==> src/verilog/ccr_pkg.sv <==
// constants for the charger configuration register bank
package ccr_pkg;
   // register byte offsets on the register file port
   localparam logic [7:0] ADDR_CHG_VOLT = 8'h26;
   localparam logic [7:0] ADDR_TEMP_VOLT = 8'h27;
   localparam logic [7:0] ADDR_MON_CFG = 8'h28;
   // field positions
   localparam int CV_LSB = 2;
   localparam int CV_MSB = 7;
   localparam int SUSPEND_BIT = 1;
   localparam int SCALE_LSB = 4;
   localparam int SCALE_MSB = 7;
   localparam int SEL_LSB = 0;
   localparam int SEL_MSB = 3;
   // reset values
   localparam logic [5:0] CV_RESET = 6'h00;
   localparam logic [5:0] TEMP_CV_RESET = 6'h00;
   localparam logic SUSPEND_RESET = 1'b0;
   localparam logic [3:0] SCALE_RESET = 4'hF;
   localparam logic [3:0] SEL_RESET = 4'h0;
   // saturation points of the code tables
   localparam logic [5:0] CV_SAT = 6'h28;
   localparam logic [3:0] SCALE_SAT = 4'hA;
   localparam logic [3:0] SCALE_MAX = 4'h9;
   // monitor channel selector codes
   localparam logic [3:0] SEL_OFF = 4'h0;
   localparam logic [3:0] SEL_SYS_FIRST = 4'hA;
   localparam int NUM_CHAN = 10;
   localparam int CHAN_CHG_I = 3;
   // channel order on the one-hot vector
   typedef enum {
      CCR_CH_IN_V, CCR_CH_IN_I, CCR_CH_BATT_V, CCR_CH_CHG_I, CCR_CH_DIS_NORM,
      CCR_CH_DIS_NULL, CCR_CH_THERM, CCR_CH_BIAS, CCR_CH_GND, CCR_CH_SYS
   } ccr_chan_t;
endpackage : ccr_pkg

==> src/verilog/ccr_mux_decode.sv <==
// monitor channel selector decode to a one-hot vector
`timescale 1ns/1ps
module ccr_mux_decode (
   // selector
   input wire logic [3:0] sel,
   // decoded channel enables, none when disabled
   output logic [ccr_pkg::NUM_CHAN-1:0] chan
);
   // codes 1 through 9 each pick one channel
   genvar i;
   generate
      for (i = 0; i < ccr_pkg::NUM_CHAN - 1; i++) begin : g_chan
         assign chan[i] = (sel == 4'(i + 1));
      end
   endgenerate
   // all upper codes fold onto the system voltage channel
   assign chan[ccr_pkg::NUM_CHAN-1] = (sel >= ccr_pkg::SEL_SYS_FIRST);
endmodule : ccr_mux_decode

==> src/verilog/ccr_regs.sv <==
// charger configuration register bank with monitor mux control
`timescale 1ns/1ps
module ccr_regs (
   // clock and reset
   input wire logic core_clk,
   input wire logic rst_n,
   // register file port
   input wire logic [7:0] reg_addr,
   input wire logic reg_wr,
   input wire logic reg_rd,
   input wire logic [7:0] reg_wdata,
   output logic [7:0] reg_rdata,
   // status from the analog side and the on/off controller
   input wire logic temp_normal,
   input wire logic charging_flag,
   input wire logic resource_on,
   // charger controls
   output logic [5:0] battery_target_voltage_code,
   output logic input_suspend,
   output logic input_draw_en,
   output logic input_change_irq,
   output logic input_detail_clear,
   output logic [3:0] discharge_monitor_full_scale,
   // monitor multiplexer controls
   output logic [ccr_pkg::NUM_CHAN-1:0] monitor_chan_en,
   output logic monitor_output_oe_n,
   output logic monitor_chg_valid
);
   logic [5:0] cv_q, cv_d, tcv_q, tcv_d;
   logic susp_q, susp_d;
   logic [3:0] scale_q, scale_d, sel_q, sel_d;
   logic [2:0] sync1_q, sync2_q;
   logic [7:0] rdata_q, rdata_d;
   logic [5:0] eff_cv_q;
   logic irq_q, draw_q, det_q;
   logic [3:0] scale_eff_q;
   logic [ccr_pkg::NUM_CHAN-1:0] chan_q;
   logic oe_n_q, chg_valid_q;

   // write and read decode
   wire wr_volt = reg_wr && (reg_addr == ccr_pkg::ADDR_CHG_VOLT);
   wire wr_temp = reg_wr && (reg_addr == ccr_pkg::ADDR_TEMP_VOLT);
   wire wr_mon = reg_wr && (reg_addr == ccr_pkg::ADDR_MON_CFG);
   wire temp_norm_s = sync2_q[0];
   wire charging_s = sync2_q[1];
   wire res_on_s = sync2_q[2];

   // next register contents; reserved bits are not stored
   assign cv_d = wr_volt ? reg_wdata[ccr_pkg::CV_MSB:ccr_pkg::CV_LSB] : cv_q;
   assign susp_d = wr_volt ? reg_wdata[ccr_pkg::SUSPEND_BIT] : susp_q;
   assign tcv_d = wr_temp ? reg_wdata[ccr_pkg::CV_MSB:ccr_pkg::CV_LSB] : tcv_q;
   assign scale_d = wr_mon ? reg_wdata[ccr_pkg::SCALE_MSB:ccr_pkg::SCALE_LSB] : scale_q;
   assign sel_d = wr_mon ? reg_wdata[ccr_pkg::SEL_MSB:ccr_pkg::SEL_LSB] : sel_q;

   // read data mux, reserved bits read zero, unmapped reads zero
   always_comb begin
      rdata_d = rdata_q;
      if (reg_rd) begin
         if (reg_addr == ccr_pkg::ADDR_CHG_VOLT) begin
            rdata_d = {cv_q, susp_q, 1'b0};
         end else if (reg_addr == ccr_pkg::ADDR_TEMP_VOLT) begin
            rdata_d = {tcv_q, 2'b00};
         end else if (reg_addr == ccr_pkg::ADDR_MON_CFG) begin
            rdata_d = {scale_q, sel_q};
         end else begin
            rdata_d = 8'h00;
         end
      end
   end

   // effective values derived from the stored fields
   wire [5:0] cv_pick = temp_norm_s ? cv_q : tcv_q;
   wire [5:0] cv_sat = (cv_pick >= ccr_pkg::CV_SAT) ? ccr_pkg::CV_SAT : cv_pick;
   wire [3:0] scale_sat = (scale_q >= ccr_pkg::SCALE_SAT) ? ccr_pkg::SCALE_SAT : scale_q;
   wire [ccr_pkg::NUM_CHAN-1:0] chan_dec;
   wire mux_on = res_on_s && (sel_q != ccr_pkg::SEL_OFF);

   ccr_mux_decode u_dec (
      .sel(sel_q),
      .chan(chan_dec)
   );

   // stored fields
   always_ff @(posedge core_clk) begin
      if (!rst_n) begin
         cv_q <= ccr_pkg::CV_RESET;
         tcv_q <= ccr_pkg::TEMP_CV_RESET;
         susp_q <= ccr_pkg::SUSPEND_RESET;
         scale_q <= ccr_pkg::SCALE_RESET;
         sel_q <= ccr_pkg::SEL_RESET;
         rdata_q <= 8'h00;
      end else begin
         cv_q <= cv_d;
         tcv_q <= tcv_d;
         susp_q <= susp_d;
         scale_q <= scale_d;
         sel_q <= sel_d;
         rdata_q <= rdata_d;
      end
   end

   // two stage synchronisers for the outside status levels
   always_ff @(posedge core_clk) begin
      if (!rst_n) begin
         sync1_q <= 3'h0;
         sync2_q <= 3'h0;
      end else begin
         sync1_q <= {resource_on, charging_flag, temp_normal};
         sync2_q <= sync1_q;
      end
   end

   // suspend side effects: irq pulse on the rising edge, detail forced to zero
   always_ff @(posedge core_clk) begin
      if (!rst_n) begin
         irq_q <= 1'b0;
         draw_q <= 1'b1;
         det_q <= 1'b0;
      end else begin
         irq_q <= susp_d && !susp_q;
         draw_q <= !susp_d;
         det_q <= susp_d;
      end
   end

   // registered charger and monitor controls
   always_ff @(posedge core_clk) begin
      if (!rst_n) begin
         eff_cv_q <= ccr_pkg::CV_RESET;
         scale_eff_q <= ccr_pkg::SCALE_SAT;
         chan_q <= '0;
         oe_n_q <= 1'b1;
         chg_valid_q <= 1'b0;
      end else begin
         eff_cv_q <= cv_sat;
         scale_eff_q <= scale_sat;
         chan_q <= mux_on ? chan_dec : '0;
         oe_n_q <= !mux_on;
         chg_valid_q <= mux_on && chan_dec[ccr_pkg::CHAN_CHG_I] && charging_s;
      end
   end

   // output wiring
   assign reg_rdata = rdata_q;
   assign battery_target_voltage_code = eff_cv_q;
   assign input_suspend = susp_q;
   assign input_draw_en = draw_q;
   assign input_change_irq = irq_q;
   assign input_detail_clear = det_q;
   assign discharge_monitor_full_scale = scale_eff_q;
   assign monitor_chan_en = chan_q;
   assign monitor_output_oe_n = oe_n_q;
   assign monitor_chg_valid = chg_valid_q;

   // checks
   a_suspend_irq_edge: assert property (@(posedge core_clk) disable iff (!rst_n)
      $rose(susp_q) |-> irq_q && det_q) else $error("suspend rise without irq or detail clear");
   a_suspend_no_draw: assert property (@(posedge core_clk) disable iff (!rst_n)
      susp_q |-> !draw_q) else $error("input draws current while suspended");
   a_cv_normal_pick: assert property (@(posedge core_clk) disable iff (!rst_n)
      $past(temp_norm_s) && $past(cv_q) < 6'h28 |-> eff_cv_q == $past(cv_q))
      else $error("normal temperature target not from first register");
   a_cv_temp_pick: assert property (@(posedge core_clk) disable iff (!rst_n)
      !$past(temp_norm_s) && $past(tcv_q) >= 6'h28 |-> eff_cv_q == 6'h28)
      else $error("adjusted target not saturated");
   a_cv_saturate: assert property (@(posedge core_clk) disable iff (!rst_n)
      eff_cv_q <= 6'h28) else $error("voltage code above saturation");
   a_scale_saturate: assert property (@(posedge core_clk) disable iff (!rst_n)
      $past(scale_q) >= 4'hA |-> scale_eff_q == 4'hA) else $error("full scale not saturated");
   a_mux_off_float: assert property (@(posedge core_clk) disable iff (!rst_n)
      $past(sel_q) == 4'h0 |-> oe_n_q && chan_q == '0) else $error("monitor driven while disabled");
   a_resource_off_idle: assert property (@(posedge core_clk) disable iff (!rst_n)
      !$past(res_on_s) |-> oe_n_q && !chg_valid_q) else $error("monitor active outside resource on");
   a_chg_valid_cause: assert property (@(posedge core_clk) disable iff (!rst_n)
      chg_valid_q |-> chan_q[3] && $past(charging_s)) else $error("charge reading valid without charging");
   a_sys_channel_fold: assert property (@(posedge core_clk) disable iff (!rst_n)
      $past(res_on_s) && $past(sel_q) >= 4'hA |-> chan_q == 10'h200) else $error("upper code not system channel");
   a_reset_values: assert property (@(posedge core_clk)
      $past(!rst_n) |-> cv_q == 6'h00 && tcv_q == 6'h00 && scale_q == 4'hF && sel_q == 4'h0)
      else $error("reset values wrong");

   // side effect, saturation, decode and readback checks
   a_irq_one_cycle: assert property (@(posedge core_clk) disable iff (!rst_n)
      irq_q |=> !irq_q) else $error("input change irq longer than one cycle");
   a_detail_follows: assert property (@(posedge core_clk) disable iff (!rst_n)
      det_q == susp_q) else $error("detail clear does not follow suspend");
   a_draw_when_free: assert property (@(posedge core_clk) disable iff (!rst_n)
      !susp_q |-> draw_q) else $error("input draw blocked without suspend");
   a_cv_normal_sat: assert property (@(posedge core_clk) disable iff (!rst_n)
      $past(temp_norm_s) && $past(cv_q) >= ccr_pkg::CV_SAT |-> eff_cv_q == ccr_pkg::CV_SAT)
      else $error("normal target not saturated");
   a_cv_temp_pass: assert property (@(posedge core_clk) disable iff (!rst_n)
      !$past(temp_norm_s) && $past(tcv_q) < ccr_pkg::CV_SAT |-> eff_cv_q == $past(tcv_q))
      else $error("adjusted target not passed through");
   a_scale_pass: assert property (@(posedge core_clk) disable iff (!rst_n)
      $past(scale_q) < ccr_pkg::SCALE_SAT |-> scale_eff_q == $past(scale_q))
      else $error("full scale code altered below saturation");
   a_chan_one_hot: assert property (@(posedge core_clk) disable iff (!rst_n)
      $onehot0(chan_q)) else $error("more than one monitor channel enabled");
   a_chan_decode: assert property (@(posedge core_clk) disable iff (!rst_n)
      $past(res_on_s) && $past(sel_q) != ccr_pkg::SEL_OFF && $past(sel_q) < ccr_pkg::SEL_SYS_FIRST
      |-> chan_q == (10'h001 << ($past(sel_q) - 4'h1)))
      else $error("monitor channel not decoded from selector");
   a_oe_needs_chan: assert property (@(posedge core_clk) disable iff (!rst_n)
      !oe_n_q |-> chan_q != '0) else $error("monitor output driven with no channel");
   a_reserved_read_zero: assert property (@(posedge core_clk) disable iff (!rst_n)
      $past(reg_rd) && $past(reg_addr) == ccr_pkg::ADDR_TEMP_VOLT |-> rdata_q[1:0] == 2'b00)
      else $error("reserved bits of adjusted target read nonzero");
endmodule : ccr_regs

==> config.mk <==
export PLATFORM = sky130hd
export DESIGN_NAME = ccr_regs
export DESIGN_NICKNAME = d
export VERILOG_FILES = /design/src/verilog/ccr_pkg.sv /design/src/verilog/ccr_mux_decode.sv /design/src/verilog/ccr_regs.sv
export SDC_FILE = /design/constraint.sdc
export NUM_CORES = 1
export LEC_CHECK = 0
export BUFFER_PORTS_ARGS = -buffer_cell sky130_fd_sc_hd__buf_2
export CAP_MARGIN = 0
export CORE_MARGIN = 2
export CORE_UTILIZATION = 44
export CTS_BUF_LIST = sky130_fd_sc_hd__clkbuf_4 sky130_fd_sc_hd__clkbuf_8
export CTS_CLUSTER_DIAMETER = 50
export CTS_CLUSTER_SIZE = 25
export DETAILED_ROUTE_END_ITERATION = 8
export PLACE_DENSITY = 0.68
export SLEW_MARGIN = 25
export SYNTH_ARGS = -nofsm -noshare
export SYNTH_HDL_FRONTEND = slang
export SYNTH_HIERARCHICAL = 1
export SYNTH_SLANG_ARGS = --single-unit
==> constraint.sdc <==
create_clock -name core_clk -period 1.6 [get_ports core_clk]
set_input_delay 0.32 -clock core_clk [delete_from_list [all_inputs] [get_ports core_clk]]
set_output_delay 0.32 -clock core_clk [all_outputs]
set_load 0.05 [all_outputs]
==> results.py, run 1 <==
metrics = {
    "synth": {
        "ys_types": 42,
        "synth_top_flop_cell": "dfxtp_1",
        "synthCells": 237,
        "synth_edf_count": 0,
        "synth-seq-cells": 59,
        "async_flop_share_pct": 0,
        "avgSynthCellArea_sq_um": 10.0,
        "ys_warn_count": 6,
        "netlist_area_sq_um": 2370,
        "syn_nets": 260,
        "yosysSeqAreaShare_pct": 49.7,
    },
    "pwr": {
        "clockPowerShare_pct": 48.9,
        "pwr-share-comb_pct": 4.3,
        "internal-power_mw": 2.51,
        "leakagePower_nw": 1.41,
        "vdd_drop_max_mv": 0.594,
        "swShare_pct": 20.8,
        "power_mw": 3.17,
        "p_per_area_nw_per_um2": 1060,
        "pwr-share-seq_pct": 46.8,
        "power.switching_mw": 0.659,
    },
    "critical_path": {
        "cp_num_buf_inv": 1,
        "worst-path-stages": 1,
        "worstSetupStartpointType": "flip-flop",
        "rr_worst_depth": 3,
        "rr_startpoint": "sync2_q[0]",
        "arrival_ns": 1.01,
        "crit_slowest_cell": "dfxtp_1",
        "end_kind": "primary output",
        "path_max_fanout": 5,
        "worstPathCellList": "buf_2",
        "cpPeakStageDelay_ns": 0.39,
        "critPathTopFamily": "flip-flops",
        "cp_data_required_time_ns": 1.28,
        "ff2ff_setup_slack_ns": 0.27,
        "crit_path_end": "input_detail_clear",
        "r2r-end": "battery_target_voltage_code[0]",
        "worstSetupPathType": "reg -> out",
    },
    "detailed_routing": {
        "drtPass1Iterations": 4,
        "wire_per_inst_um": 13.9,
        "routed_wl_um": 5240,
        "drt_iter0_markers": 100,
        "postRouteAntennaNets": 0,
        "vias": 1900,
        "viasPerCell": 5.05,
        "post-route-drc-count": 0,
    },
    "finish": {
        "final_cells": 376,
        "syn2layout_area_growth_pct": 26.2,
        "diodes": 0,
        "stdcell_area_sq_um": 3000,
        "nets": 324,
        "drive_gt1_share_pct": 32.4,
        "final_util_pct": 57.9,
    },
    "die": {
        "dieArea_sq_um": 6000,
        "die_w_um": 77.5,
        "ioPinCount": 57,
        "die_h_um": 77.5,
        "start_util_pct": 45.9,
        "row_count": 26,
        "core_area_sq_um": 5170,
    },
    "sta": {
        "finalCritPeriodShare_pct": 83.3,
        "worst_pin_slew_ns": 0.464,
        "fmax_mhz": 750,
        "tns_ns": 0,
        "max-slew-margin-rel_pct": 69.0,
        "grt_setup_unrepaired": "no",
        "hold_viol_final": 0,
        "fin_crit_ns": 1.33,
        "hold_ws_ns": 0.191,
        "clock_skew_ns": 0.0103,
        "finalSetupViolCount": 0,
        "slew_violations": 0,
        "fin_ws_ns": 0.268,
    },
    "place": {
        "dp.cells": 360,
        "place_ws_ns": 0.00602,
        "gp_congestion": 0.776,
        "dpl_cell_area_sq_um": 2770,
        "io_buffers": 56,
        "hpwl_um": 3790,
    },
    "status": {
        "status": "complete, no violations",
    },
    "clock_tree": {
        "postCtsHoldBufs": 0,
        "root_buffer": "clkbuf_8",
        "ctsResizeCount": 0,
        "post_cts_buffers": 0,
        "cts_sinks": 59,
        "clk_latency_ns": 0.34,
        "cts_tree": "done",
        "clockBufferDepth": 2,
        "cts_buffers": 9,
        "htree_levels": 3,
        "path_clk_slew_ns": 0.06,
    },
    "grt": {
        "grt_max_degree": 17,
        "first_global_vias": 1847,
        "antenna_found_initial": 0,
        "grt_overflow": 0,
        "grt_pass1_wl_um": 8940,
        "grtUsageTotal_pct": 19.4,
    },
    "run": {
        "drv_cap": 0,
    },
    "hold_path": {
        "hold_path.class": "in -> reg",
        "min-delay-start": "temp_normal",
    },
}
## how the worst min path moves through the flow
stage,end,depth (start not counted)
6_report,sync1_q[0],2
5_1_grt,sync1_q[0],2
4_1_cts,sync1_q[0],2
3_5_place_dp,sync2_q[2],1
3_3_place_gp,sync2_q[1],1
2_1_floorplan,sync2_q[0],1
## per-layer routing
metal | global-route usage (%) | part of all wire (%) | up-vias
li1 | - | - | 965
met1 | 24.6 | 47 | 886
met2 | 30.6 | 47 | 42
met3 | 5.12 | 4.2 | 7
met4 | 9.46 | 1.2 | 0
met5 | 0 | 0 | -
## flip-flops by register name, summed over array words and instances (netlist names), named ones only
signal and count:
battery_target_voltage_code 6, cv_q 6, discharge_monitor_full_scale 4, input_change_irq 1
input_draw_en 1, monitor_chan_en 10, monitor_chg_valid 1, monitor_output_oe_n 1
reg_rdata 8, scale_q 4, sel_q 4, sync1_q 3
sync2_q 3, tcv_q 6
## power groups by stage
stage	Clock (mW)	Combinational, mW	Sequential, mW
detailed placement	0	0.137	1.52
finish	1.55	0.138	1.48
global placement	0	0.135	1.52
floorplan	0	0.0670	1.52
CTS	1.58	0.138	1.48
global route	1.66	0.151	1.48
## cells in the final DEF (no fill, tap or decap), types with 2 or more instances in the layout
cell type and instances:
nor4b_2 5, nand2_1 35, buf_4 14, and3_1 2
nand3_1 3, o21ai_0 2, o31ai_1 6, nor3_1 9
nor2_1 5, buf_2 56, clkbuf_8 11, o211ai_1 2
a31oi_1 2, a22oi_1 6, inv_1 4, dfxtp_1 59
nor2b_1 2, a21oi_1 3, a211oi_1 5, and4bb_1 2
nand4_1 3, bufinv_16 2, and4bb_2 2, mux2i_1 22
and2_1 16, nand2b_1 10
## cells by family (layout without fill, tap and decap cells)
group / Yosys count / after routing / share of synthesized area (%)
AO/OA/AOI/OAI: 29 / 29 / 8.59
buffers and inverters: 22 / 91 / 4.27
flip-flops: 59 / 59 / 49.7
multiplexers: 23 / 23 / 9.90
AND/OR/NAND/NOR: 104 / 104 / 27.5
## final cells by class
type / count / area [sq um]
Clock buffer: 12 / 159
Clock inverter: 4 / 72.6
Fill cell: 463 / 2180
Inverter: 5 / 18.8
Multi-Input combinational cell: 156 / 1090
Sequential cell: 59 / 1180
Tap cell: 70 / 87.6
Timing Repair Buffer: 70 / 385
## cell usage after synthesis, types with 2 or more instances
| cell | count | area [sq um] |
|---|---|---|
| nor2b_1 | 2 | 12.5 |
| a21oi_1 | 3 | 15.0 |
| and4bb_1 | 2 | 25.0 |
| inv_1 | 4 | 15.0 |
| a211oi_1 | 5 | 37.5 |
| o31ai_1 | 6 | 45.0 |
| and3_1 | 2 | 12.5 |
| a31oi_1 | 2 | 12.5 |
| nor3_1 | 9 | 45.0 |
| buf_2 | 6 | 30.0 |
| a22oi_1 | 6 | 45.0 |
| o211ai_1 | 2 | 15.0 |
| nand4_1 | 3 | 18.8 |
| and2_1 | 16 | 100 |
| dfxtp_1 | 59 | 1180 |
| and4bb_2 | 2 | 25.0 |
| mux2i_1 | 22 | 220 |
| nor2_1 | 5 | 18.8 |
| o21ai_0 | 2 | 10.0 |
| clkbuf_1 | 8 | 30.0 |
| nand3_1 | 3 | 15.0 |
| nand2_1 | 35 | 131 |
| nand2b_1 | 10 | 62.6 |
| nor4b_2 | 5 | 75.1 |
Power figures use the tool's default switching activity.
==> inputs of run 2 (changes only) <==
==> constraint.sdc (replaced) <==
create_clock -name core_clk -period 1.4 [get_ports core_clk]
set_input_delay 0.28 -clock core_clk [delete_from_list [all_inputs] [get_ports core_clk]]
set_output_delay 0.28 -clock core_clk [all_outputs]
set_load 0.05 [all_outputs]
==> run 2 against run 1 <==
Against the previous run:
- flip-flop and latch count unchanged
- clock power up 7%
- critical path depth unchanged
- critical endpoint unchanged
- largest cell class unchanged
- highest routed layer unchanged
==> results.py, run 2 (synthesis results as in run 1) <==
metrics = {
    "status": {
        "status": "complete, no violations",
    },
    "sta": {
        "worst_pin_slew_ns": 0.437,
        "max-slew-margin-rel_pct": 70.8,
        "finalCritPeriodShare_pct": 91.1,
        "fin_crit_ns": 1.28,
        "clock_skew_ns": 0.00370,
        "fmax_mhz": 784,
        "hold_ws_ns": 0.139,
        "grt_setup_unrepaired": "no",
        "finalSetupViolCount": 0,
        "tns_ns": 0,
        "hold_viol_final": 0,
        "slew_violations": 0,
    },
    "clock_tree": {
        "root_buffer": "clkbuf_8",
        "path_clk_slew_ns": 0.06,
        "htree_levels": 3,
        "clockBufferDepth": 2,
        "clk_latency_ns": 0.34,
        "cts_buffers": 9,
        "cts_sinks": 59,
        "cts_tree": "done",
        "postCtsHoldBufs": 0,
    },
    "detailed_routing": {
        "post-route-drc-count": 0,
        "wire_per_inst_um": 13.6,
        "vias": 1936,
        "drt_iter0_markers": 66,
        "drtPass1Iterations": 4,
        "routed_wl_um": 5220,
        "postRouteAntennaNets": 0,
        "viasPerCell": 5.05,
    },
    "critical_path": {
        "crit_slowest_cell": "dfxtp_1",
        "critPathTopFamily": "flip-flops",
        "path_max_fanout": 5,
        "worstSetupStartpointType": "flip-flop",
        "rr_startpoint": "sync2_q[0]",
        "end_kind": "primary output",
        "cp_data_required_time_ns": 1.12,
        "cpPeakStageDelay_ns": 0.37,
        "worstPathCellList": "buf_2",
        "arrival_ns": 1.00,
        "worstSetupPathType": "reg -> out",
        "cp_num_buf_inv": 1,
    },
    "place": {
        "dp.cells": 367,
        "hpwl_um": 3890,
        "io_buffers": 56,
        "dpl_cell_area_sq_um": 2830,
        "gp_congestion": 0.812,
    },
    "finish": {
        "fillers": 476,
        "nets": 331,
        "largest_register_ffs": 10,
        "stdcell_area_sq_um": 3040,
        "diodes": 0,
        "layout_common_cells": "dfxtp_1 (59), buf_2 (56), nand2_1 (35)",
        "drive_gt1_share_pct": 33.9,
        "syn2layout_area_growth_pct": 28.1,
        "final_cells": 383,
        "final_common_cell": "dfxtp_1",
    },
    "grt": {
        "grt_max_degree": 19,
        "grtUsageTotal_pct": 19.0,
        "grt_overflow": 0,
        "first_global_vias": 1821,
        "antenna_found_initial": 0,
        "grt_pass1_wl_um": 8570,
    },
    "die": {
        "start_util_pct": 45.9,
        "die_w_um": 77.5,
        "row_count": 26,
        "ioPinCount": 57,
        "die_h_um": 77.5,
        "core_area_sq_um": 5170,
        "dieArea_sq_um": 6000,
    },
    "pwr": {
        "p_per_area_nw_per_um2": 1160,
        "vdd_drop_max_mv": 0.630,
        "pwr-share-comb_pct": 4.8,
        "leakagePower_nw": 1.45,
        "power_mw": 3.53,
        "clockPowerShare_pct": 47.1,
        "power.switching_mw": 0.754,
        "pwr-share-seq_pct": 48.0,
        "swShare_pct": 21.4,
        "internal-power_mw": 2.77,
    },
    "hold_path": {
        "min-delay-start": "resource_on",
        "hold_path.class": "in -> reg",
    },
    "run": {
        "drv_cap": 0,
    },
}
==> run 2: worst paths after layout <==
check | slack [ns] | cells past startpoint | end
max | 0.12 | 1 | input_detail_clear
min | 0.14 | 2 | sync1_q[2]
max reg2reg | 0.20 | 3 | battery_target_voltage_code[1]
min reg2reg | 0.43 | 1 | sync2_q[0]
==> run 2: layout make-up <==
type / instances / area (sq um) / area share (%)
sequential: 59 / 1180 / 38.8
multi-input combinational: 156 / 1090 / 35.9
timing repair buffer: 77 / 450 / 14.8
clock buffer: 10 / 131 / 4.32
tap: 70 / 87.6 / 2.88
clock inverter: 6 / 80.1 / 2.63
inverter: 5 / 18.8 / 0.617
==> run 2: what timing repair did <==
item / CTS / global route
gates resized for setup: 0 / 1
endpoints found under the setup margin: 0 / 2
buffers inserted: 0 / 0
==> run 2: through the flow <==
step / utilization, % / setup WS [ns]
after floorplan: - / -0.0662
after global placement: 54.7 / -0.111
after detailed placement: 54.7 / -0.176
after CTS: 58.8 / 0.0915
after global routing: 58.8 / 0.0489
final: 58.8 / 0.124
==> run 2: metal layers <==
layer  wire length, um  vias up  GRT usage [%]
li1                  -      969              -
met2              2500       54           30.6
met1              2270      905           22.2
met3               344        8           7.33
met5                 0        -              0
met4                97        0           9.11
==> run 2: power groups by stage <==
| stage | Sequential [mW] | Combinational (mW) | Clock [mW] |
|---|---|---|---|
| 6_report | 1.69 | 0.170 | 1.66 |
| 3_3_place_gp | 1.73 | 0.168 | 0 |
| 5_1_grt | 1.69 | 0.186 | 1.78 |
| 2_1_floorplan | 1.73 | 0.0766 | 0 |
| 3_5_place_dp | 1.73 | 0.169 | 0 |
| 4_1_cts | 1.69 | 0.170 | 1.71 |
==> inputs of run 3 (changes only) <==
--- a/config.mk
+++ b/config.mk
@@ -5,7 +5,7 @@
 export SDC_FILE = /design/constraint.sdc
 export NUM_CORES = 1
 export LEC_CHECK = 0
-export BUFFER_PORTS_ARGS = -buffer_cell sky130_fd_sc_hd__buf_2
+export BUFFER_PORTS_ARGS = -buffer_cell sky130_fd_sc_hd__clkbuf_2
 export CAP_MARGIN = 0
 export CORE_MARGIN = 2
 export CORE_UTILIZATION = 44
@@ -13,6 +13,7 @@
 export CTS_CLUSTER_DIAMETER = 50
 export CTS_CLUSTER_SIZE = 25
 export DETAILED_ROUTE_END_ITERATION = 8
+export GPL_ROUTABILITY_DRIVEN = 1
 export PLACE_DENSITY = 0.68
 export SLEW_MARGIN = 25
 export SYNTH_ARGS = -nofsm -noshare
==> run 3 against run 2 <==
Against the previous run:
- flip-flop and latch count is the same
- global-route usage increased by 0.58 points
- die area unchanged
- routed wire length rose by 2.2%
- cell count fell by 0.26%
- register-to-register slack lost 0.04 ns
- combinational power barely moved
- hold slack improved by 0.0069 ns
- clock skew rose by 0.0044 ns
- clock power shrank 15%
- design area shrank 1.2%
- first-iteration DRC count up 7.6%
==> results.py, run 3 (synthesis results as in run 1) <==
metrics = {
    "status": {
        "status": "complete, no violations",
    },
    "grt": {
        "first_global_vias": 1968,
        "antenna_found_initial": 0,
        "grtUsageTotal_pct": 19.6,
        "grt_max_degree": 18,
        "grt_overflow": 0,
        "grt_pass1_wl_um": 9030,
    },
    "clock_tree": {
        "cts_buffers": 9,
        "clk_latency_ns": 0.34,
        "ctsResizeCount": 0,
        "postCtsHoldBufs": 0,
        "post_cts_buffers": 0,
        "cts_sinks": 59,
        "clockBufferDepth": 2,
        "path_clk_slew_ns": 0.07,
        "root_buffer": "clkbuf_8",
        "cts_tree": "done",
        "htree_levels": 3,
    },
    "finish": {
        "syn2layout_area_growth_pct": 26.6,
        "diodes": 0,
        "final_cells": 382,
        "final_common_cell": "dfxtp_1",
        "layout_common_cells": "dfxtp_1 (59), clkbuf_2 (56), nand2_1 (35)",
        "nets": 330,
        "drive_gt1_share_pct": 33.7,
        "largest_register_ffs": 10,
        "final_util_pct": 58.1,
    },
    "detailed_routing": {
        "postRouteAntennaNets": 0,
        "wire_per_inst_um": 14.0,
        "vias": 1964,
        "post-route-drc-count": 0,
        "viasPerCell": 5.14,
        "routed_wl_um": 5330,
        "drtPass1Iterations": 4,
        "drt_iter0_markers": 71,
    },
    "place": {
        "dp.cells": 366,
        "io_buffers": 56,
        "place_ws_ns": -0.122,
        "gp_congestion": 0.821,
        "hpwl_um": 3950,
    },
    "critical_path": {
        "worstPathCellList": "clkbuf_2",
        "cp_data_required_time_ns": 1.12,
        "crit_slowest_cell": "dfxtp_1",
        "critPathTopFamily": "flip-flops",
        "crit_path_end": "input_suspend",
        "worstSetupPathType": "reg -> out",
        "rr_worst_depth": 3,
        "arrival_ns": 1.02,
        "end_kind": "primary output",
        "worst-path-stages": 1,
        "ff2ff_setup_slack_ns": 0.16,
        "cpPeakStageDelay_ns": 0.38,
        "r2r-end": "battery_target_voltage_code[1]",
        "path_max_fanout": 5,
        "cp_num_buf_inv": 1,
        "rr_startpoint": "sync2_q[0]",
        "worstSetupStartpointType": "flip-flop",
    },
    "sta": {
        "finalSetupViolCount": 0,
        "tns_ns": 0,
        "worst_pin_slew_ns": 0.479,
        "slew_violations": 0,
        "fmax_mhz": 767,
        "fin_ws_ns": 0.0961,
        "clock_skew_ns": 0.00811,
        "fin_crit_ns": 1.30,
        "finalCritPeriodShare_pct": 93.1,
        "hold_ws_ns": 0.146,
        "hold_viol_final": 0,
        "grt_setup_unrepaired": "no",
        "max-slew-margin-rel_pct": 68.0,
    },
    "run": {
        "drv_cap": 0,
    },
    "hold_path": {
        "hold_path.class": "in -> reg",
        "hold_depth": 2,
    },
    "die": {
        "start_util_pct": 45.9,
        "die_h_um": 77.5,
        "row_count": 26,
        "ioPinCount": 57,
        "dieArea_sq_um": 6000,
        "core_area_sq_um": 5170,
        "die_w_um": 77.5,
    },
    "pwr": {
        "vdd_drop_max_mv": 0.556,
        "leakagePower_nw": 1.40,
        "p_per_area_nw_per_um2": 1090,
    },
}
run 3: cell types whose count changed in the layout (fill, tap and decap cells not counted), sizes merged:
cell      before  now
bufinv         2    0
clkinv         5    3
clkinvlp       0    2
clkbuf        10   68
buf           77   20
run 3: per-layer routing:
layer | up-vias | routed length, um | GRT usage, % | share of wire, %
met1 | 925 | 2410 | 24.2 | 45
met5 | - | 0 | 0 | 0
met4 | 0 | 131 | 12.0 | 2.5
met2 | 54 | 2580 | 31.5 | 48
met3 | 12 | 212 | 3.84 | 4.0
li1 | 973 | - | - | -
run 3: power by group:
| part | internal [mW] | switching (mW) | total, mW | leakage [nW] |
|---|---|---|---|---|
| Combinational | 0.0718 | 0.0956 | 0.167 | 0.836 |
| Sequential | 1.69 | 0.00490 | 1.69 | 0.477 |
| Clock | 0.751 | 0.664 | 1.41 | 0.0918 |
| Total | 2.51 | 0.764 | 3.28 | 1.40 |
run 3: stage by stage:
step	instance area, sq um	power (mW)
floorplan	2370	1.81
global placement	2820	1.90
detailed placement	2820	1.90
CTS	3010	3.30
global route	3010	3.38
finish	3010	3.28
run 3: cell type report:
| class | count | area [sq um] |
|---|---|---|
| fill | 474 | 2170 |
| sequential | 59 | 1180 |
| multi-input combinational | 156 | 1090 |
| timing repair buffer | 76 | 443 |
| clock buffer | 12 | 159 |
| tap | 70 | 87.6 |
| clock inverter | 4 | 25.0 |
| inverter | 5 | 18.8 |
run 3: worst min-delay path by stage:
| stage | slack, ns | endpoint | start |
|---|---|---|---|
| 3_3_place_gp | 0.42 | sync2_q[2] | sync1_q[2] |
| 6_report | 0.15 | sync1_q[1] | charging_flag |
| 2_1_floorplan | 0.40 | discharge_monitor_full_scale[3] | rst_n |
| 4_1_cts | 0.14 | sync1_q[1] | charging_flag |
| 5_1_grt | 0.16 | sync1_q[1] | charging_flag |
| 3_5_place_dp | 0.43 | sync2_q[1] | sync1_q[1] |
